<file path="src/core/pd_seq_pkg.sv">
// Constants for the attach and fault sequencer
package pd_seq_pkg;
   // ----------------------------------------------------------------
   // Clock and tick
   // ----------------------------------------------------------------
   localparam int CLK_HZ        = 40000000;
   localparam int TICK_US       = 1000;
   localparam int TICK_CYCLES   = CLK_HZ / 1000000 * TICK_US;
   localparam int TICK_W        = 16;
   localparam int MS_W          = 13;
   // ----------------------------------------------------------------
   // Intervals in milliseconds (T_NORESP_S in seconds), as typical values
   // ----------------------------------------------------------------
   localparam int T_ATTACH_MS   = 185;
   localparam int T_SELECT_MS   = 30;
   localparam int T_FAULT_MS    = 1395;
   localparam int T_SHORT_MS    = 985;
   localparam int T_ON_MS       = 600;
   localparam real T_NORESP_S   = 4.8;
   localparam int T_NORESP_MS   = 4800;
   localparam int T_LOGIC_MS    = 5;
   localparam int T_PROT_MS     = 190;
   localparam int T_SETTLE_MS   = 260;
   localparam int T_HR_OFF_MS   = 30;
   localparam int T_RECOVER_MS  = 765;
   // Limits for fast paths, in microseconds except T_VCONN_MS in milliseconds and FAST_CYCLES in clock cycles
   localparam int T_GDOFF_US    = 5;
   localparam int T_FOVP_US     = 30;
   localparam int T_OCP_US      = 30;
   localparam int T_VBUS_DISCHARGE_PIN_US     = 10;
   localparam int T_VCONN_MS    = 2;
   localparam int FAST_CYCLES   = T_GDOFF_US * (CLK_HZ / 1000000);
   localparam logic [MS_W-1:0] MS_ZERO = 13'h0000;
endpackage

</file>
<file path="src/core/ms_tick_gen.sv">
// Free-running millisecond tick prescaler
`timescale 1ns/1ps
module ms_tick_gen
   #(parameter int TICK_CYCLES = pd_seq_pkg::TICK_CYCLES)
(
   input  wire logic clk_i,
   input  wire logic reset_i,
   output logic      tick_o
);
   logic [pd_seq_pkg::TICK_W-1:0] count;
   logic [pd_seq_pkg::TICK_W-1:0] next_count;
   logic                          next_tick;

   always_comb
   begin
      next_count = count + 16'h0001;
      next_tick  = 1'b0;
      if (count == pd_seq_pkg::TICK_W'(TICK_CYCLES - 1))
      begin
         next_count = 16'h0000;
         next_tick  = 1'b1;
      end
   end

   always_ff @(posedge clk_i)
   begin
      if (reset_i)
      begin
         count  <= 16'h0000;
         tick_o <= 1'b0;
      end
      else
      begin
         count  <= next_count;
         tick_o <= next_tick;
      end
   end
endmodule

</file>
<file path="src/core/pd_source_attach_fault_sequencer.sv">
// Source port attach, supply select and fault sequencer
`timescale 1ns/1ps
module pd_source_attach_fault_sequencer
   #(parameter int TICK_CYCLES = pd_seq_pkg::TICK_CYCLES)
(
   input  wire logic       clk_i,
   input  wire logic       reset_i,
   input  wire logic       sink_present_i,
   input  wire logic       power_good_in_n_i,
   input  wire logic       vin_present_i,
   input  wire logic       vbus_short_i,
   input  wire logic       fast_ovp_i,
   input  wire logic       ocp_large_i,
   input  wire logic       temp1_trip_i,
   input  wire logic       sink_active_i,
   input  wire logic       request_accept_i,
   input  wire logic [1:0] request_select_i,
   output logic            attach_indicator_n_o,
   output logic            logic_supply_out_o,
   output logic            vconn_enable_o,
   output logic            n_channel_switch_gate_drive_o,
   output logic            supply_select_a_o,
   output logic            supply_select_b_o,
   output logic            vbus_discharge_pin_o,
   output logic            hard_reset_o,
   output logic            ps_ready_o,
   output logic            slow_overvoltage_check_o,
   output logic            slow_undervoltage_check_o,
   output logic            uv_ocp_enable_o
);
   // ----------------------------------------------------------------
   // Input synchronisers and the shared tick
   // ----------------------------------------------------------------
   logic [10:0] pins_s;
   logic        tick;

   sync2 #(.W(11)) u_sync
   (
      .clk_i   (clk_i),
      .reset_i (reset_i),
      .d_i     ({sink_present_i, power_good_in_n_i, vin_present_i,
                 vbus_short_i, fast_ovp_i, ocp_large_i, temp1_trip_i,
                 sink_active_i, request_accept_i, request_select_i}),
      .q_o     (pins_s)
   );

   ms_tick_gen #(.TICK_CYCLES(TICK_CYCLES)) u_tick
   (
      .clk_i   (clk_i),
      .reset_i (reset_i),
      .tick_o  (tick)
   );

   logic sink_s, pg_n_s, vin_s, short_s, ovp_s, ocp_s, temp_s;
   logic active_s, accept_s;
   logic [1:0] sel_s;
   assign sink_s   = pins_s[10];
   assign pg_n_s   = pins_s[9];
   assign vin_s    = pins_s[8];
   assign short_s  = pins_s[7];
   assign ovp_s    = pins_s[6];
   assign ocp_s    = pins_s[5];
   assign temp_s   = pins_s[4];
   assign active_s = pins_s[3];
   assign accept_s = pins_s[2];
   // Select rides the same flops as accept so both land together
   assign sel_s    = pins_s[1:0];

   logic supply_fault;
   assign supply_fault = pg_n_s | ~vin_s;

   // ----------------------------------------------------------------
   // Sequencer state
   // ----------------------------------------------------------------
   typedef enum {ST_IDLE, ST_DEBOUNCE, ST_POWERED, ST_WAIT_SEL,
                 ST_SETTLE, ST_HR_OFF, ST_RECOVER} state_t;

   state_t            state, next_state;
   logic [12:0]       ms, next_ms;        // ms in current state
   logic [12:0]       retry, next_retry;  // ms toward next hard reset
   logic [12:0]       prot, next_prot;    // ms since switch turned on
   logic [1:0]        sel, next_sel;
   logic [1:0]        pend, next_pend;
   logic              attached, next_attached;
   logic              first_hr, next_first_hr;
   logic              hr, next_hr;
   logic              rdy, next_rdy;
   logic              gate_seq;
   logic              vbus_discharge_pin;
   logic [12:0]       retry_lim;

   // Supply fault interval wins over short, short over no-response
   always_comb
   begin
      retry_lim = 13'(pd_seq_pkg::T_NORESP_MS);
      if (supply_fault)
      begin
         if (first_hr)
            retry_lim = 13'(pd_seq_pkg::T_ON_MS);
         else
            retry_lim = 13'(pd_seq_pkg::T_FAULT_MS);
      end
      else if (short_s)
         retry_lim = 13'(pd_seq_pkg::T_SHORT_MS);
   end

   always_comb
   begin
      next_state    = state;
      next_ms       = (tick && ms != 13'h1fff) ? ms + 13'h0001 : ms;
      next_retry    = tick ? retry + 13'h0001 : retry;
      next_prot     = (tick && prot != 13'h1fff) ? prot + 13'h0001 : prot;
      next_sel      = sel;
      next_pend     = pend;
      next_attached = attached;
      next_first_hr = first_hr;
      next_hr       = 1'b0;
      next_rdy      = 1'b0;
      if (active_s)
         next_retry = pd_seq_pkg::MS_ZERO;
      case (state)
         ST_IDLE:
         begin
            next_sel = 2'h0;
            if (sink_s)
            begin
               next_state = ST_DEBOUNCE;
               next_ms    = pd_seq_pkg::MS_ZERO;
            end
         end
         ST_DEBOUNCE:
         begin
            if (!sink_s)
               next_state = ST_IDLE;
            else if (ms >= 13'(pd_seq_pkg::T_ATTACH_MS))
            begin
               next_state    = ST_POWERED;
               next_attached = 1'b1;
               next_first_hr = 1'b1;
               next_retry    = pd_seq_pkg::MS_ZERO;
               next_prot     = pd_seq_pkg::MS_ZERO;
            end
         end
         ST_POWERED, ST_WAIT_SEL, ST_SETTLE:
         begin
            if (retry >= retry_lim)
            begin
               next_hr       = 1'b1;
               next_first_hr = 1'b0;
               // Fault retries count from one transmission to the next
               next_retry    = pd_seq_pkg::MS_ZERO;
               next_state    = ST_HR_OFF;
               next_ms       = pd_seq_pkg::MS_ZERO;
            end
            else if (state == ST_POWERED && accept_s)
            begin
               next_pend  = sel_s;
               next_state = ST_WAIT_SEL;
               next_ms    = pd_seq_pkg::MS_ZERO;
            end
            else if (state == ST_WAIT_SEL
                     && ms >= 13'(pd_seq_pkg::T_SELECT_MS))
            begin
               next_sel   = pend;
               next_state = ST_SETTLE;
               next_ms    = pd_seq_pkg::MS_ZERO;
            end
            else if (state == ST_SETTLE
                     && ms >= 13'(pd_seq_pkg::T_SETTLE_MS))
            begin
               next_rdy   = 1'b1;
               next_state = ST_POWERED;
            end
         end
         ST_HR_OFF:
            if (ms >= 13'(pd_seq_pkg::T_HR_OFF_MS))
            begin
               next_state = ST_RECOVER;
               next_ms    = pd_seq_pkg::MS_ZERO;
               next_sel   = 2'h0;
            end
         ST_RECOVER:
            if (ms >= 13'(pd_seq_pkg::T_RECOVER_MS))
            begin
               next_state = ST_POWERED;
               next_prot  = pd_seq_pkg::MS_ZERO;
               // A silent sink gets its full interval with the gate on
               if (!supply_fault && !short_s)
                  next_retry = pd_seq_pkg::MS_ZERO;
            end
         default:
            next_state = ST_IDLE;
      endcase
      if (!sink_s && state != ST_IDLE && state != ST_DEBOUNCE)
      begin
         next_state    = ST_IDLE;
         next_attached = 1'b0;
         next_hr       = 1'b0;
         next_sel      = 2'h0;
      end
   end

   always_ff @(posedge clk_i)
   begin
      if (reset_i)
      begin
         state    <= ST_IDLE;
         ms       <= 13'h0000;
         retry    <= 13'h0000;
         prot     <= 13'h0000;
         sel      <= 2'h0;
         pend     <= 2'h0;
         attached <= 1'b0;
         first_hr <= 1'b0;
         hr       <= 1'b0;
         rdy      <= 1'b0;
      end
      else
      begin
         state    <= next_state;
         ms       <= next_ms;
         retry    <= next_retry;
         prot     <= next_prot;
         sel      <= next_sel;
         pend     <= next_pend;
         attached <= next_attached;
         first_hr <= next_first_hr;
         hr       <= next_hr;
         rdy      <= next_rdy;
      end
   end

   // ----------------------------------------------------------------
   // Outputs; fast shutdown paths bypass the millisecond timing
   // ----------------------------------------------------------------
   assign gate_seq = attached && state != ST_RECOVER
                     && !(state == ST_HR_OFF
                          && ms >= 13'(pd_seq_pkg::T_HR_OFF_MS));
   assign vbus_discharge_pin     = state == ST_RECOVER || (sink_s == 1'b0 && attached);

   always_ff @(posedge clk_i)
   begin
      if (reset_i)
      begin
         attach_indicator_n_o      <= 1'b1;
         logic_supply_out_o        <= 1'b0;
         vconn_enable_o            <= 1'b0;
         n_channel_switch_gate_drive_o         <= 1'b0;
         supply_select_a_o         <= 1'b0;
         supply_select_b_o         <= 1'b0;
         vbus_discharge_pin_o      <= 1'b0;
         hard_reset_o              <= 1'b0;
         ps_ready_o                <= 1'b0;
         slow_overvoltage_check_o  <= 1'b0;
         slow_undervoltage_check_o <= 1'b0;
         uv_ocp_enable_o           <= 1'b0;
      end
      else
      begin
         attach_indicator_n_o <= ~attached;
         logic_supply_out_o   <= sink_s;
         vconn_enable_o       <= attached;
         // Asynchronous faults cut the drive in a few cycles
         n_channel_switch_gate_drive_o    <= gate_seq && !pg_n_s && !ovp_s
                                 && !ocp_s;
         supply_select_a_o    <= sel[0];
         supply_select_b_o    <= sel[1];
         vbus_discharge_pin_o <= vbus_discharge_pin && !temp_s;
         hard_reset_o         <= hr;
         ps_ready_o           <= rdy;
         // Masked while the bus voltage is moving
         slow_overvoltage_check_o  <= state == ST_POWERED;
         slow_undervoltage_check_o <= state == ST_POWERED;
         uv_ocp_enable_o      <= gate_seq
                                 && prot >= 13'(pd_seq_pkg::T_PROT_MS);
      end
   end

   // ----------------------------------------------------------------
   // Checks
   // ----------------------------------------------------------------
   AST_GATE_PG: assert property (@(posedge clk_i)
      disable iff (reset_i)
      $rose(power_good_in_n_i) |-> ##3 !n_channel_switch_gate_drive_o)
      else $error("gate drive on after power good lost");
   AST_GATE_OFF_PG: assert property (@(posedge clk_i)
      disable iff (reset_i) power_good_in_n_i [*3] |=> !n_channel_switch_gate_drive_o)
      else $error("gate drive stayed on with power good low");
   AST_GATE_OFF_OVP: assert property (@(posedge clk_i)
      disable iff (reset_i) fast_ovp_i [*3] |=> !n_channel_switch_gate_drive_o)
      else $error("gate drive stayed on at over-voltage");
   AST_GATE_OFF_OCP: assert property (@(posedge clk_i)
      disable iff (reset_i) ocp_large_i [*3] |=> !n_channel_switch_gate_drive_o)
      else $error("gate drive stayed on at over-current");
   AST_VBUS_DISCHARGE_PIN_TEMP: assert property (@(posedge clk_i)
      disable iff (reset_i) temp1_trip_i [*3] |=> !vbus_discharge_pin_o)
      else $error("discharge on while hot");
   AST_VCONN_ATTACH: assert property (@(posedge clk_i)
      disable iff (reset_i) $fell(attach_indicator_n_o) |-> vconn_enable_o)
      else $error("vconn not with attach");
   AST_RDY_SEL: assert property (@(posedge clk_i)
      disable iff (reset_i) ps_ready_o |-> $past(state, 2) == ST_SETTLE)
      else $error("power ready outside settle");
   AST_HR_ATT: assert property (@(posedge clk_i)
      disable iff (reset_i) hard_reset_o |-> !attach_indicator_n_o)
      else $error("hard reset without attach");
   AST_MASK: assert property (@(posedge clk_i)
      disable iff (reset_i)
      $changed(supply_select_a_o) |-> !slow_overvoltage_check_o)
      else $error("slow checks live during transition");
   COV_ATTACH: cover property (@(posedge clk_i) $fell(attach_indicator_n_o));
   COV_HR: cover property (@(posedge clk_i) hard_reset_o);
   COV_RDY: cover property (@(posedge clk_i) ps_ready_o);
endmodule

</file>
<file path="src/core/sync2.sv">
// Two-flop synchroniser for a vector of pin inputs
`timescale 1ns/1ps
module sync2 #(parameter int W = 1)
(
   input  wire logic         clk_i,
   input  wire logic         reset_i,
   input  wire logic [W-1:0] d_i,
   output logic      [W-1:0] q_o
);
   logic [W-1:0] meta;

   always_ff @(posedge clk_i)
   begin
      if (reset_i)
      begin
         meta <= '0;
         q_o  <= '0;
      end
      else
      begin
         meta <= d_i;
         q_o  <= meta;
      end
   end
endmodule

</file>
<file path="config.mk">
export PLATFORM = sky130hd
export DESIGN_NAME = pd_source_attach_fault_sequencer
export DESIGN_NICKNAME = d
export VERILOG_FILES = /design/src/core/pd_seq_pkg.sv /design/src/core/ms_tick_gen.sv /design/src/core/pd_source_attach_fault_sequencer.sv /design/src/core/sync2.sv
export SDC_FILE = /design/constraint.sdc
export NUM_CORES = 1
export LEC_CHECK = 0
export ABC_AREA = 1
export BUFFER_PORTS_ARGS = -buffer_cell sky130_fd_sc_hd__buf_4
export CORE_ASPECT_RATIO = 1.2
export CORE_UTILIZATION = 55
export DETAILED_ROUTE_END_ITERATION = 7
export PLACE_DENSITY = 0.73
export SYNTH_ARGS = -nofsm -noshare
export SYNTH_HDL_FRONTEND = slang
export SYNTH_SLANG_ARGS = --single-unit
</file>
<file path="constraint.sdc">
create_clock -name clk_i -period 2.3 [get_ports clk_i]
set_input_delay 0.23 -clock clk_i [delete_from_list [all_inputs] [get_ports clk_i]]
set_output_delay 0.23 -clock clk_i [all_outputs]
set_load 0.03 [all_outputs]
</file>
=== After elaboration in Yosys (flattened, before gate mapping) ===
Index checks and enable logic that the tools add are counted.

* Register bits: 129
* Bits of input ports: 13
* Output and inout port bits: 12
* Logic and storage cells: 153

* Add/subtract/negate cells: 4
* Order comparisons: 6
* Equal/unequal tests: 27
* Muxes and demuxes: 45
* Bitwise gates (word level): 6
* Reductions and logical operators: 40

{| class="wikitable"
|+ Operators with widths
! kind !! count
|-
| $mux 32 || 9
|-
| $mux 13 || 19
|-
| $eq 32x3->1 const B || 5
|-
| $pmux 32 s5 || 1
|-
| $eq 32x4->1 const B || 3
|-
| $pmux 13 s3 || 2
|-
| $eq 32x2->1 const B || 2
|-
| $add 13x1->13 const B || 3
|-
| $eq 32x1->1 const B || 1
|-
| $logic_not 32->1 || 1
|-
| $ne 32x2->1 const B || 1
|-
| $ne 32x4->1 const B || 1
|-
| $reduce_bool 32->1 || 1
|-
| $ge 13x8->1 const B || 2
|-
| $ne 13x13->1 const B || 2
|-
| $pmux 13 s2 || 1
|-
| $logic_and 1x1->1 || 17
|-
| $add 16x1->16 const B || 1
|-
| $eq 16x16->1 const B || 1
|-
| $ne 2x2->1 const B || 7
|-
| $ge 13x10->1 const B || 1
|-
| $ge 13x13->1 || 1
|-
| $ge 13x5->1 const B || 1
|-
| $ge 13x9->1 const B || 1
|-
| 20 further kinds || 44
|}

=== Longest topological paths before layout ===
Gate-level depths: netlist of the first run.

* Depth after elaboration: 7
* Gate-level depth with buffers: 18

=== Hierarchy ===
From an unflattened synthesis of the first run, not the netlist that was laid out.

* Cells, all modules: 708
* Area total of the unflattened synthesis: 5047.3 um^2

{| class="wikitable"
|+ Modules (own cells, without submodules)
! module !! times used !! cells an instance !! area an instance (um^2) !! seq. area each (um^2)
|-
| pd_source_attach_fault_sequencer || 1 || 507 || 3560.9 || 1221.2
|-
| ms_tick_gen || 1 || 133 || 858.3 || 340.3
|-
| sync2 || 1 || 68 || 628.1 || 440.4
|}

=== Worst setup path after synthesis of the first run ===
No wires, ideal clock.

* Path kind: reg-to-reg
* Start: reg u_sync.q_o[9]
* End: reg pend[0]
* Setup time: 119 ps
* Arrival time: 2017 ps
* Required time: 2181 ps
* Setup slack: 163 ps
* Stages on the path, launching flop included: 16
* Cells stage by stage: dfxtp_1 inv_1 nand2_1 nor2_1 inv_1 o21ai_0 ha_1 nand2_1 inv_1 nand2_1 nand2_1 a21oi_1 nand2_1 or2_2 o21ai_0 a21oi_1

* Longest elaborated chain between the ends: 5

{| class="wikitable"
|+ Ends and longest elaborated chain
! element !! RTL line !! RTL
|-
| start, declared || sync2.sv:8 || <nowiki>output logic [W-1:0] q_o</nowiki>
|-
| start signal, assigned || sync2.sv:22 || <nowiki>q_o <= meta;</nowiki>
|-
| $or 1x1->1 || pd_source_attach_fault_sequencer.sv:70 || <nowiki>assign supply_fault = pg_n_s | ~vin_s;</nowiki>
|-
| $mux 13 || pd_source_attach_fault_sequencer.sv:96 || <nowiki>if (supply_fault)</nowiki>
|-
| $ge 13x13->1 || pd_source_attach_fault_sequencer.sv:146 || <nowiki>if (retry >= retry_lim)</nowiki>
|-
| $not 1->1 (no source line) || -- ||
|-
| $reduce_and 3->1 (no source line) || -- ||
|-
| end signal, assigned || pd_source_attach_fault_sequencer.sv:225 || <nowiki>pend <= next_pend;</nowiki>
|-
| end, declared || pd_source_attach_fault_sequencer.sv:83 || <nowiki>logic [1:0] pend, next_pend;</nowiki>
|}

Every way passes these cells.
A chain may end at the register's enable or synchronous reset.

=== Worst setup path after layout of the first run ===
* Start: reg u_sync.q_o[9]
* End: reg state[2]

* Longest elaborated chain between the ends: 5
* Elaborated cells between the ends (all ways): 7
* Classes of those cells: order compare (1); eq/ne (1); mux (3); bitwise (1); reduce/logical (1)

{| class="wikitable"
|+ Ends and longest elaborated chain
! element !! RTL line !! RTL
|-
| $or 1x1->1 * || pd_source_attach_fault_sequencer.sv:70 ||
|-
| $mux 13 * || pd_source_attach_fault_sequencer.sv:96 ||
|-
| $ge 13x13->1 * || pd_source_attach_fault_sequencer.sv:146 ||
|-
| $ne 5x5->1 (no source line) or $mux 32 (tied branches) || -- ||
|-
| $reduce_and 5->1 (no source line) or $pmux 32 s5 (tied branches) || -- ||
|-
| end signal, assigned || pd_source_attach_fault_sequencer.sv:220 || <nowiki>state <= next_state;</nowiki>
|-
| end, declared || pd_source_attach_fault_sequencer.sv:78 || <nowiki>state_t state, next_state;</nowiki>
|}

Every way passes the cells marked *; elsewhere a longest branch is shown, timed or not.

==> results of run 1 <==
registers in the layout (all words and copies together), names as in the netlist, 2 cells and up:
name / count
retry: 13
ms: 13
prot: 13
u_tick.count: 16
pend: 2
u_sync.q_o: 11
state: 3
sel: 2
u_sync.meta: 11
metal layers:
layer	global-route usage [%]	wire length [um]	part of all wire, %	vias to the layer above
met3	2.528	254	2.6	18
met5	0	0	0	-
li1	-	-	-	2206
met1	29.06	4688	48	1896
met4	9.251	225	2.3	0
met2	37.39	4681	48	71
per-stage QoR:
stage	power, mW	util (%)	setup TNS (ns)	setup WS, ns
detailed placement	2.773	60.18	0	0.03898
global route	4.169	63.59	-0.1086	-0.04802
floorplan	2.559	-	0	0.1633
finish	3.976	63.59	0	0.1541
global placement	2.759	60.18	0	0.1319
CTS	3.970	62.67	0	0.005837
final timing paths:
path | from | to | slack [ns] | cells after the start
min reg2reg | u_sync.q_o[5]$_SDFF_PP0_ | n_channel_switch_gate_drive_o$_SDFF_PP0_ | 0.40 | 1
min | sink_present_i | u_sync.meta[10]$_SDFF_PP0_ | 0.05 | 3
max | u_sync.q_o[9]$_SDFF_PP0_ | state[2]$_SDFFE_PP0P_ | 0.15 | 16
max reg2reg | u_sync.q_o[9]$_SDFF_PP0_ | state[2]$_SDFFE_PP0P_ | 0.15 | 16
tightest hold or removal path, delay by kind of cell:
family	cells	cell delay, ns
buf+inv	2	0.10
simple gates	1	0.06
repair_timing:
| action | CTS | global route |
|---|---|---|
| resized for setup | 0 | 29 |
| setup endpoints to repair | 0 | 34 |
| hold buffers | 0 | 0 |
| hold endpoints to repair | 0 | 0 |
final cells by class:
cell class | instances | area (um2) | share of cell area [%]
multi-input cells | 459 | 2415 | 44.34
well taps | 117 | 146.4 | 2.688
inverters | 110 | 415.4 | 7.627
clock buffers | 9 | 123.9 | 2.274
clock inverters | 6 | 90.09 | 1.654
repair buffers | 32 | 252.7 | 4.640
flip-flops and latches | 100 | 2003 | 36.78
cell usage after synthesis (3+ instances only):
| cell type | n |
|---|---|
| sky130_fd_sc_hd__nand2_2 | 6 |
| sky130_fd_sc_hd__xnor2_1 | 4 |
| sky130_fd_sc_hd__nand4_1 | 13 |
| sky130_fd_sc_hd__nor3_1 | 16 |
| sky130_fd_sc_hd__nor2_1 | 130 |
| sky130_fd_sc_hd__nand2_1 | 123 |
| sky130_fd_sc_hd__nor4_1 | 6 |
| sky130_fd_sc_hd__o21ai_1 | 3 |
| sky130_fd_sc_hd__a21oi_1 | 22 |
| sky130_fd_sc_hd__o21bai_1 | 3 |
| sky130_fd_sc_hd__nor3b_1 | 3 |
| sky130_fd_sc_hd__o21ai_0 | 23 |
| sky130_fd_sc_hd__or2_2 | 5 |
| sky130_fd_sc_hd__nand3_1 | 40 |
| sky130_fd_sc_hd__dfxtp_1 | 100 |
| sky130_fd_sc_hd__buf_6 | 4 |
| sky130_fd_sc_hd__inv_1 | 108 |
| sky130_fd_sc_hd__clkbuf_1 | 5 |
| sky130_fd_sc_hd__xor2_1 | 18 |
| sky130_fd_sc_hd__o21ai_2 | 3 |
| sky130_fd_sc_hd__nor2_2 | 7 |
| sky130_fd_sc_hd__ha_1 | 17 |
cells by family after synthesis:
kind of cell             share of synthesized area (%)
AO/OA/AOI/OAI                                    7.724
XOR/XNOR                                         3.978
adder cells (fa/ha/maj)                          4.392
buffers and inverters                            10.36
flip-flops                                       41.33
AND/OR/NAND/NOR                                  32.21
power groups by stage:
stage / sequential, mW / clock, mW / combinational (mW)
after detailed placement: 1.89 / 0 / 0.888
after global routing: 1.86 / 1.29 / 1.02
final: 1.85 / 1.20 / 0.925
after CTS: 1.85 / 1.23 / 0.892
after global placement: 1.89 / 0 / 0.873
after floorplan: 1.89 / 0 / 0.670
==> reports/results.md, run 1 <==
| Group | Metric | This run |
| --- | --- | --- |
| run status | Result of the run | finished clean |
| floorplan | Die Width | 87.67 um |
| worst setup path | Critical Setup Path Class | reg -> reg |
| logic synthesis | Cell taking the most area after synthesis | sky130_fd_sc_hd__dfxtp_1 |
| clocking | TritonCTS Buffers | 9 |
| cells and area | Most frequent standard cell in the layout excluding fill and tap cells | sky130_fd_sc_hd__nor2_1 |
| detailed routing | DRT Pass-1 Iters | 5 |
| power | Leakage power summed over all cells | 2.297 nW |
| worst setup path | Type of destination of the critical path | flip-flop |
| clocking | Clock latency on the worst-skew pair | 0.37 ns |
| cells and area | Diode count | 0 |
| worst setup path | Slowest cell on the critical path | sky130_fd_sc_hd__dfxtp_2 |
| worst setup path | Category of the worst setup path launch point | flip-flop |
| timing | Clock Skews | 0.01148 ns |
| cells and area | Number of nets in the finished design | 742 |
| power | Pwr per Cell Area | 730.0 nW/um2 |
| detailed routing | Final routed wire length divided by cell count | 11.82 um |
| grt | Overflow after GRT | 0 |
| logic synthesis | Cell area after synthesis | 4843 um2 |
| timing | Max Slew Vio Count | 0 |
| worst setup path | Cells traversed along the worst timing path | inv_2, nand2_4, inv_4, nor2_4, inv_2, nand2_2, ha_4, nand2_2, nor2_1, nor2_1, nand3_2, a21oi_2, nand4_1, nand3_1, nand2_1, nor2_1 |
| hold path | Class of the tightest hold or removal check | in -> reg |
| logic synthesis | Sequential share of the synthesized area | 41.33% |
| worst setup path | Maximum cell stage delay along the critical path | 0.33 ns |
| clocking | CTS tree | yes |
| cells and area | Post-route standard cell area excluding fillers | 5446 um2 |
| logic synthesis | Yosys Warn Count | 0 |
| power | Power share of the combinational group | 23.3% |
| floorplan | Std-Cell Rows | 37 |
| grt | Number of antenna violations at the first check in global routing | 0 |
| timing | Final hold violation count | 0 |
| grt | First-pass GRT wire length | 16310 um |
| worst setup path | Critical path buffer and inverter count | 3 |
| clocking | Root cell of the clock tree | sky130_fd_sc_hd__clkbuf_8 |
| power | Sequential fraction of design power | 46.5% |
| logic synthesis | Fraction of post-synthesis cell area in the top cell type by area | 41.33% |
| logic synthesis | Mapped Nets | 712 |
| timing | Timing-limited maximum frequency | 466.0 MHz |
| logic synthesis | Unique masters post-synth | 39 |
| power | P_int | 2.730 mW |
| timing | Shortest clock period the worst path allows after layout | 2.146 ns |
| cells and area | Share of final-layout standard cells stronger than drive strength 1 | 13.13% |
| detailed routing | Via/cell ratio | 5.031 |
| floorplan | Placeable core region | 8564 um2 |
| floorplan | Die outline height | 104.8 um |
| clocking | Number of clock sinks | 100 |
| clocking | Number of H-tree levels | 3 |
| worst setup path | Critical path data required time | 2.62 ns |
| timing | Unrepaired setup endpoints after global routing | yes |
| floorplan | Initial cell density of the core | 56.55% |
| power | Switching share of power | 31.35% |
| logic synthesis | Number of synthesized register bits | 100 |
| cells and area | Commonest cells after routing, fill and taps aside | 128 x sky130_fd_sc_hd__nor2_1, 118 x sky130_fd_sc_hd__nand2_1, 104 x sky130_fd_sc_hd__inv_1 |
| logic synthesis | Post-synth top flop | sky130_fd_sc_hd__dfxtp_1 |
| power | Power share of the clock group | 30.3% |
| detailed routing | Number of DRC markers in iteration 0 | 207 |
| logic synthesis | Cell count after synthesis | 682 |
| placement | Global placement routability congestion | 0.8760 |
| detailed routing | Remaining antenna violation count | 0 |
| logic synthesis | Synth Area per Inst | 7.102 um2 |
| grt | Number of global-route vias before repair | 3705 |
| detailed routing | Remaining DRCs | 0 |
| placement | Detailed Place HPWL | 7295 um |
| floorplan | I/O pins | 25 |
| worst setup path | Cell family with the largest share of critical-path delay | simple AND/OR/NAND/NOR gates |
| floorplan | Die area | 9187 um2 |
| clocking | Setup bufs post-CTS | 0 |
| power | Maximum vdd drop | 0.0006426 V |
| logic synthesis | Count of flip-flops with a built-in enable after synthesis | 0 |
| timing | Tightest Pin Transition | 0.5182 ns |
| cells and area | Layout area overhead | 12.45% |
| clocking | CTS clk-pin slew, worst paths | 0.10 ns |
| worst setup path | Endpoint arrival time on the critical path | 2.46 ns |
| power | Psw | 1.246 mW |
| timing | Final critical-path share of the clock period | 93.30% |
| placement | Number of input and output port buffers inserted | 24 |
| placement | Instance area after placement | 5154 um2 |
| cells and area | Filler cell count | 787 |
| clocking | Max Buffers Root-to-Sink | 2 |
| grt | Maximum number of pins on one net before global-route repair | 24 |
| timing | Final Hold Slack | 0.05138 ns |
| timing | Slew margin rel. | 65.45% |
| timing | Final-report setup violation count | 0 |
| worst setup path | Maximum net fanout on the critical path | 6 |
| cells and area | Post-route non-filler standard cell count | 833 |
| detailed routing | Overall via count from detail_route | 4191 |
| grt | Total track usage | 22.42% |
| worst setup path | Most frequent CP cell | sky130_fd_sc_hd__nor2_1 |
| detailed routing | Final routed wirelength across all metal layers | 9849 um |
| logic synthesis | Fraction of synthesis flops using an asynchronous set or reset pin | 0% |
| logic synthesis | Main area contributors after synthesis | sky130_fd_sc_hd__dfxtp_1 41%, sky130_fd_sc_hd__nor2_1 10%, sky130_fd_sc_hd__nand2_1 9.5%, sky130_fd_sc_hd__inv_1 8.4%, sky130_fd_sc_hd__ha_1 4.4% |
| placement | Total instance count after detailed placement | 818 |
| run | Max capacitance violation total | 0 |
Power figures use the tool's default switching activity.
==> inputs of run 2 (changes only) <==
--- a/config.mk
+++ b/config.mk
@@ -6,10 +6,10 @@
 export NUM_CORES = 1
 export LEC_CHECK = 0
 export ABC_AREA = 1
-export BUFFER_PORTS_ARGS = -buffer_cell sky130_fd_sc_hd__buf_4
 export CORE_ASPECT_RATIO = 1.2
 export CORE_UTILIZATION = 55
 export DETAILED_ROUTE_END_ITERATION = 7
+export DONT_BUFFER_PORTS = 1
 export PLACE_DENSITY = 0.73
 export SYNTH_ARGS = -nofsm -noshare
 export SYNTH_HDL_FRONTEND = slang
==> constraint.sdc (replaced) <==
create_clock -name clk_i -period 1.8 [get_ports clk_i]
set_input_delay 0.18 -clock clk_i [delete_from_list [all_inputs] [get_ports clk_i]]
set_output_delay 0.18 -clock clk_i [all_outputs]
set_load 0.03 [all_outputs]
==> run 2 against run 1 <==
The run now ends with setup timing left. Via count up 6.1%. Die area unchanged. First-iteration DRC count up 2.4%. Sequential power up 30%. Cell count up 1.8%. Non-clock buffer count up 14. Sequential share of layout area down 2.5 points. Utilization up 4.8 points. Worst hold slack better by 0.010 ns. Clock power up 18%. Maximum frequency down 2.3%. Critical endpoint is now ms[5]$_SDFF_PP0_. Largest power group unchanged. Highest routed layer unchanged.
==> reports/results.md, run 2 (synthesis gave the netlist of run 1 again) <==
| Group | Metric | This run |
| --- | --- | --- |
| worst setup path | Critical Setup Path Class | reg -> reg |
| timing | Tightest Pin Transition | 1.248 ns |
| timing | Unrepaired setup endpoints after global routing | yes |
| worst setup path | Critical path buffer and inverter count | 3 |
| clocking | CTS tree | yes |
| timing | Shortest clock period the worst path allows after layout | 2.197 ns |
| power | P_int | 3.304 mW |
| floorplan | Die area | 9187 um2 |
| run | Max capacitance violation total | 0 |
| detailed routing | Final routed wirelength across all metal layers | 11360 um |
| worst setup path | Category of the worst setup path launch point | flip-flop |
| worst setup path | Cells traversed along the worst timing path | inv_2, nand2_4, inv_4, nor2_4, buf_4, ha_1, nand2_1, nor3_2, nand2_1, nand2_1, a21oi_2, nand3_1, nand4_1, nand2_4, nor2_1 |
| worst setup path | Critical path data required time | 2.05 ns |
| placement | Total instance count after detailed placement | 814 |
| clocking | Max Buffers Root-to-Sink | 2 |
| detailed routing | Remaining DRCs | 0 |
| cells and area | Commonest cells after routing, fill and taps aside | 116 x sky130_fd_sc_hd__nor2_1, 112 x sky130_fd_sc_hd__nand2_1, 99 x sky130_fd_sc_hd__inv_1 |
| power | Maximum vdd drop | 0.0004990 V |
| power | Power after layout | 5.055 mW |
| placement | Setup slack after placement | -0.3826 ns |
| clocking | Clock latency on the worst-skew pair | 0.37 ns |
| placement | Global placement routability congestion | 0.9098 |
| run status | Violated checks | setup timing |
| clocking | CTS clk-pin slew, worst paths | 0.11 ns |
| placement | Number of input and output port buffers inserted | 0 |
| worst setup path | Maximum cell stage delay along the critical path | 0.34 ns |
| cells and area | Utilization after layout | 68.36% |
| power | Sequential fraction of design power | 47.5% |
| grt | Total track usage | 24.64% |
| cells and area | Flip-flop count of the largest register after layout | 16 |
| cells and area | Diode count | 0 |
| timing | Max Slew Vio Count | 0 |
| timing | Slew margin rel. | 16.78% |
| placement | Detailed Place HPWL | 7221 um |
| worst setup path | Endpoint arrival time on the critical path | 2.45 ns |
| cells and area | Share of final-layout standard cells stronger than drive strength 1 | 18.47% |
| timing | Clock Skews | 0.01884 ns |
| grt | Overflow after GRT | 0 |
| grt | Maximum number of pins on one net before global-route repair | 33 |
| floorplan | Std-Cell Rows | 37 |
| floorplan | Die outline height | 104.8 um |
| timing | Timing-limited maximum frequency | 455.3 MHz |
| detailed routing | Via/cell ratio | 5.244 |
| timing | Final critical-path share of the clock period | 122.0% |
| detailed routing | DRT Pass-1 Iters | 5 |
| timing | Final hold violation count | 0 |
| grt | First-pass GRT wire length | 18000 um |
| timing | Final Hold Slack | 0.06150 ns |
| clocking | Number of clock sinks | 100 |
| power | Switching share of power | 34.63% |
| power | Leakage power summed over all cells | 2.428 nW |
| grt | Number of antenna violations at the first check in global routing | 0 |
| detailed routing | Overall via count from detail_route | 4447 |
| floorplan | Initial cell density of the core | 56.55% |
| hold path | Class of the tightest hold or removal check | in -> reg |
| power | Pwr per Cell Area | 863.5 nW/um2 |
| cells and area | Post-route non-filler standard cell count | 848 |
| worst setup path | Maximum net fanout on the critical path | 13 |
| power | Psw | 1.751 mW |
| grt | Number of global-route vias before repair | 4273 |
| clocking | Number of H-tree levels | 3 |
| detailed routing | Remaining antenna violation count | 0 |
| cells and area | Filler cell count | 696 |
| floorplan | I/O pins | 25 |
| cells and area | Biggest register | u_tick.count |
| timing | Final-report setup violation count | 36 |
| detailed routing | Final routed wire length divided by cell count | 13.40 um |
| worst setup path | Type of destination of the critical path | flip-flop |
| worst setup path | Most frequent CP cell | sky130_fd_sc_hd__nand2_1 |
| clocking | Root cell of the clock tree | sky130_fd_sc_hd__clkbuf_8 |
| timing | Setup slack after layout | -0.3966 ns |
| floorplan | Die Width | 87.67 um |
| clocking | TritonCTS Buffers | 9 |
| power | Power share of the clock group | 28.1% |
| run status | Result of the run | finished with violations |
| power | Power share of the combinational group | 24.5% |
| cells and area | Layout area overhead | 20.87% |
| detailed routing | Number of DRC markers in iteration 0 | 212 |
| cells and area | Most frequent standard cell in the layout excluding fill and tap cells | sky130_fd_sc_hd__nor2_1 |
| worst setup path | Slowest cell on the critical path | sky130_fd_sc_hd__dfxtp_2 |
| cells and area | Number of nets in the finished design | 756 |
| worst setup path | Cell family with the largest share of critical-path delay | simple AND/OR/NAND/NOR gates |
| floorplan | Placeable core region | 8564 um2 |
run 2: cell types whose count changed in the layout (fill, tap and decap cells not counted), moves of 3 or more:
cell,delta
sky130_fd_sc_hd__inv_2,+3
sky130_fd_sc_hd__nand3_1,-4
sky130_fd_sc_hd__nor2_2,+5
sky130_fd_sc_hd__inv_1,-5
sky130_fd_sc_hd__nor2_1,-12
sky130_fd_sc_hd__clkinvlp_4,-3
sky130_fd_sc_hd__dlygate4sd3_1,+11
sky130_fd_sc_hd__nor2_4,+7
sky130_fd_sc_hd__ha_4,+5
sky130_fd_sc_hd__nand2_4,+6
sky130_fd_sc_hd__ha_1,-5
sky130_fd_sc_hd__nand2_1,-6
run 2: stage by stage:
stage | TNS [ns] | area, um2
after floorplan | -3.221 | 4907
after global placement | -8.603 | 5200
after detailed placement | -11.40 | 5200
after CTS | -10.11 | 5653
after global routing | -15.82 | 5854
final | -11.37 | 5854
run 2: routing by layer:
| layer | track usage [%] | vias up | part of all wire, % |
|---|---|---|---|
| li1 | - | 2223 | - |
| met1 | 26.86 | 2065 | 41 |
| met2 | 43.58 | 119 | 52 |
| met3 | 6.477 | 40 | 4.3 |
| met4 | 11.36 | 0 | 3.5 |
| met5 | 0 | - | 0 |
run 2: power groups by stage:
stage | clock [mW] | combinational (mW) | sequential (mW)
detailed placement | 0 | 1.08 | 2.45
global route | 1.53 | 1.36 | 2.41
finish | 1.42 | 1.24 | 2.40
CTS | 1.46 | 1.15 | 2.40
global placement | 0 | 1.06 | 2.45
floorplan | 0 | 0.895 | 2.41
run 2: path summary, 6_finish.rpt:
kind,start,to,slack (ns),depth (start not counted)
worst min register to register,u_sync.meta[9]$_SDFF_PP0_,u_sync.q_o[9]$_SDFF_PP0_,0.40,2
worst min-delay path,reset_i,state[0]$_SDFFE_PP0P_,0.06,3
worst max-delay path,u_sync.q_o[9]$_SDFF_PP0_,ms[5]$_SDFF_PP0_,-0.40,15
worst max register to register,u_sync.q_o[9]$_SDFF_PP0_,ms[5]$_SDFF_PP0_,-0.40,15
run 2: cell type report:
type | count | area [um2] | share of cell area, %
inverters | 110 | 420.4 | 7.181
repair buffers | 46 | 410.4 | 7.010
clock buffers | 9 | 123.9 | 2.116
well taps | 117 | 146.4 | 2.501
clock inverters | 7 | 80.08 | 1.368
multi-input cells | 459 | 2668 | 45.57
flip-flops and latches | 100 | 2006 | 34.26
run 2: timing repair:
| action | in CTS | in global routing |
|---|---|---|
| pin swaps | 18 | 23 |
| gates resized for setup | 21 | 45 |
| endpoints found under the setup margin | 38 | 46 |
| endpoints found under the hold margin | 33 | 0 |
| hold buffers | 12 | 0 |
| buffers inserted | 3 | 3 |
run 2: tightest hold or removal path, delay by kind of cell:
kind / cells / cell delay, ns
simple gates: 2 / 0.12
compound gates: 1 / 0.09
==> inputs of run 3 (changes only) <==
--- a/config.mk
+++ b/config.mk
@@ -7,10 +7,10 @@
 export LEC_CHECK = 0
 export ABC_AREA = 1
 export CORE_ASPECT_RATIO = 1.2
-export CORE_UTILIZATION = 55
+export CORE_UTILIZATION = 54
 export DETAILED_ROUTE_END_ITERATION = 7
 export DONT_BUFFER_PORTS = 1
-export PLACE_DENSITY = 0.73
+export PLACE_DENSITY = 0.72
 export SYNTH_ARGS = -nofsm -noshare
 export SYNTH_HDL_FRONTEND = slang
 export SYNTH_SLANG_ARGS = --single-unit
==> run 3 against run 2 <==
Worst setup slack better by 0.050 ns. Critical path type unchanged. First-iteration DRC count rose by 1.4%. Design area down 0.24%. Critical endpoint is now pend[0]$_SDFFE_PP0P_. The flow still finishes with violations (setup timing). Global-route usage is 0.87 points lower. Largest cell class unchanged.
==> reports/results.md, run 3 (synthesis gave the netlist of run 1 again) <==
| Group | Metric | This run |
| --- | --- | --- |
| clocking | Root cell of the clock tree | sky130_fd_sc_hd__clkbuf_8 |
| power | Power share of the combinational group | 24.5% |
| grt | First-pass GRT wire length | 17690 um |
| cells and area | Filler cell count | 731 |
| power | Maximum vdd drop | 0.0005394 V |
| clocking | TritonCTS Buffers | 9 |
| timing | Final hold violation count | 0 |
| detailed routing | Overall via count from detail_route | 4366 |
| cells and area | Commonest cells after routing, fill and taps aside | 122 x sky130_fd_sc_hd__nor2_1, 112 x sky130_fd_sc_hd__nand2_1, 100 x sky130_fd_sc_hd__inv_1 |
| detailed routing | Via/cell ratio | 5.089 |
| clocking | Number of H-tree levels | 3 |
| clocking | Number of clock sinks | 100 |
| power | P_int | 3.315 mW |
| clocking | Max Buffers Root-to-Sink | 2 |
| timing | Shortest clock period the worst path allows after layout | 2.146 ns |
| timing | Final critical-path share of the clock period | 119.2% |
| floorplan | I/O pins | 25 |
| hold path | Worst Hold Path Cells | 3 |
| power | Psw | 1.691 mW |
| detailed routing | DRT Pass-1 Iters | 4 |
| grt | Maximum number of pins on one net before global-route repair | 31 |
| timing | Tightest Pin Transition | 0.5633 ns |
| placement | Detailed Place HPWL | 7234 um |
| placement | Number of input and output port buffers inserted | 0 |
| cells and area | Share of final-layout standard cells stronger than drive strength 1 | 15.92% |
| floorplan | Die outline height | 105.7 um |
| power | Pwr per Cell Area | 857.1 nW/um2 |
| clocking | Clock latency on the worst-skew pair | 0.37 ns |
| detailed routing | Remaining antenna violation count | 0 |
| placement | Global placement routability congestion | 0.8438 |
| detailed routing | Final routed wirelength across all metal layers | 10650 um |
| grt | Number of antenna violations at the first check in global routing | 0 |
| timing | Max Slew Vio Count | 0 |
| timing | Final Hold Slack | 0.05490 ns |
| run | Max capacitance violation total | 0 |
| power | Power after layout | 5.006 mW |
| timing | Setup slack after layout | -0.3462 ns |
| cells and area | Diode count | 0 |
| timing | Final-report setup violation count | 36 |
| run status | Result of the run | finished with violations |
| timing | Unrepaired setup endpoints after global routing | yes |
| worst setup path | Category of the worst setup path launch point | flip-flop |
| clocking | CTS tree | yes |
| power | Switching share of power | 33.77% |
| power | Sequential fraction of design power | 48.0% |
| floorplan | Die Width | 88.46 um |
| detailed routing | Number of DRC markers in iteration 0 | 215 |
| timing | Slew margin rel. | 62.39% |
| cells and area | Biggest register | u_tick.count |
| floorplan | Die area | 9354 um2 |
| cells and area | Flip-flop count of the largest register after layout | 16 |
| floorplan | Std-Cell Rows | 37 |
| grt | Overflow after GRT | 0 |
| timing | Clock Skews | 0.01744 ns |
| timing | Timing-limited maximum frequency | 465.9 MHz |
| cells and area | Number of nets in the finished design | 766 |
| run status | Violated checks | setup timing |
| worst setup path | Endpoint arrival time on the critical path | 2.41 ns |
| worst setup path | Critical Setup Path Class | reg -> reg |
| grt | Number of global-route vias before repair | 4240 |
| cells and area | Most frequent standard cell in the layout excluding fill and tap cells | sky130_fd_sc_hd__nor2_1 |
| worst setup path | Cell depth of the worst flop-to-flop path | 16 |
| detailed routing | Remaining DRCs | 0 |
| detailed routing | Final routed wire length divided by cell count | 12.42 um |
| worst setup path | Critical path data required time | 2.06 ns |
| floorplan | Placeable core region | 8657 um2 |
| cells and area | Layout area overhead | 20.59% |
| cells and area | Utilization after layout | 67.47% |
| grt | Total track usage | 23.77% |
| hold path | Class of the tightest hold or removal check | in -> reg |
| worst setup path | Type of destination of the critical path | flip-flop |
| worst setup path | Maximum net fanout on the critical path | 4 |
| power | Leakage power summed over all cells | 2.479 nW |
| clocking | CTS clk-pin slew, worst paths | 0.11 ns |
| floorplan | Initial cell density of the core | 55.95% |
| power | Power share of the clock group | 27.5% |
run 3: changes by cell type in the layout (fill, tap and decap cells not counted), moves of 5 or more:
cell,delta
sky130_fd_sc_hd__buf_4,-5
sky130_fd_sc_hd__dlygate4sd3_1,+16
sky130_fd_sc_hd__nand2_2,+6
sky130_fd_sc_hd__nand2_4,-6
sky130_fd_sc_hd__nor2_1,+6
run 3: power by group through the flow:
stage | registers (mW) | logic, mW | clock network, mW
after floorplan | 2.41 | 0.895 | 0
after global placement | 2.45 | 1.07 | 0
after detailed placement | 2.45 | 1.08 | 0
after CTS | 2.40 | 1.17 | 1.40
after global routing | 2.41 | 1.37 | 1.51
final | 2.40 | 1.23 | 1.37
run 3: what timing repair did:
action                     4_1_cts  5_1_grt
setup endpoints to repair       40       44
hold endpoints to repair        33        0
setup buffers                    2        4
hold buffers                    27        0
pin swaps                        3       20
gates resized for setup         10       31
run 3: cell type report:
type / instances / area [um2] / area share, %
clock inverters: 7 / 67.56 / 1.157
multi-input cells: 459 / 2557 / 43.79
clock buffers: 9 / 123.9 / 2.121
well taps: 117 / 146.4 / 2.506
repair buffers: 56 / 520.5 / 8.912
inverters: 110 / 420.4 / 7.198
flip-flops and latches: 100 / 2004 / 34.32
run 3: worst paths after layout:
kind | from | endpoint | slack [ns]
max | u_sync.q_o[9]$_SDFF_PP0_ | pend[0]$_SDFFE_PP0P_ | -0.35
min | reset_i | state[0]$_SDFFE_PP0P_ | 0.05
max reg2reg | u_sync.q_o[9]$_SDFF_PP0_ | pend[0]$_SDFFE_PP0P_ | -0.35
min reg2reg | u_tick.count[0]$_SDFF_PP0_ | u_tick.count[0]$_SDFF_PP0_ | 0.42
run 3: critical path, stage by stage (launching register included):
cell                      delay [ns]
sky130_fd_sc_hd__dfxtp_2        0.36
sky130_fd_sc_hd__inv_2          0.05
sky130_fd_sc_hd__nand2_4        0.09
sky130_fd_sc_hd__inv_4          0.05
sky130_fd_sc_hd__nor2_4         0.12
sky130_fd_sc_hd__inv_4          0.07
sky130_fd_sc_hd__nand2_2        0.08
sky130_fd_sc_hd__ha_4           0.20
sky130_fd_sc_hd__nand2_2        0.06
sky130_fd_sc_hd__nor2_1         0.05
sky130_fd_sc_hd__nor2_2         0.11
sky130_fd_sc_hd__nand3_2        0.08
sky130_fd_sc_hd__nand2_1        0.11
sky130_fd_sc_hd__nand2_2        0.11
sky130_fd_sc_hd__or2_4          0.27
sky130_fd_sc_hd__o21ai_1        0.16
sky130_fd_sc_hd__a21oi_1        0.06
run 3: stage by stage:
stage	instance area, um2	std cells	setup TNS, ns	setup slack, ns
2_1_floorplan	4907	682	-3.221	-0.1373
3_3_place_gp	5150	809	-8.692	-0.2566
3_5_place_dp	5150	809	-10.15	-0.3164
4_1_cts	5659	854	-10.35	-0.3205
5_1_grt	5841	858	-15.68	-0.5071
6_report	5841	858	-10.52	-0.3462
run 3: metal layers:
layer / share of wire [%] / wire length [um] / GRT usage, %
met4: 2.7 / 289 / 8.410
met3: 2.7 / 289 / 3.994
met5: 0 / 0 / 0
met2: 52 / 5563 / 43.63
met1: 42 / 4511 / 26.89
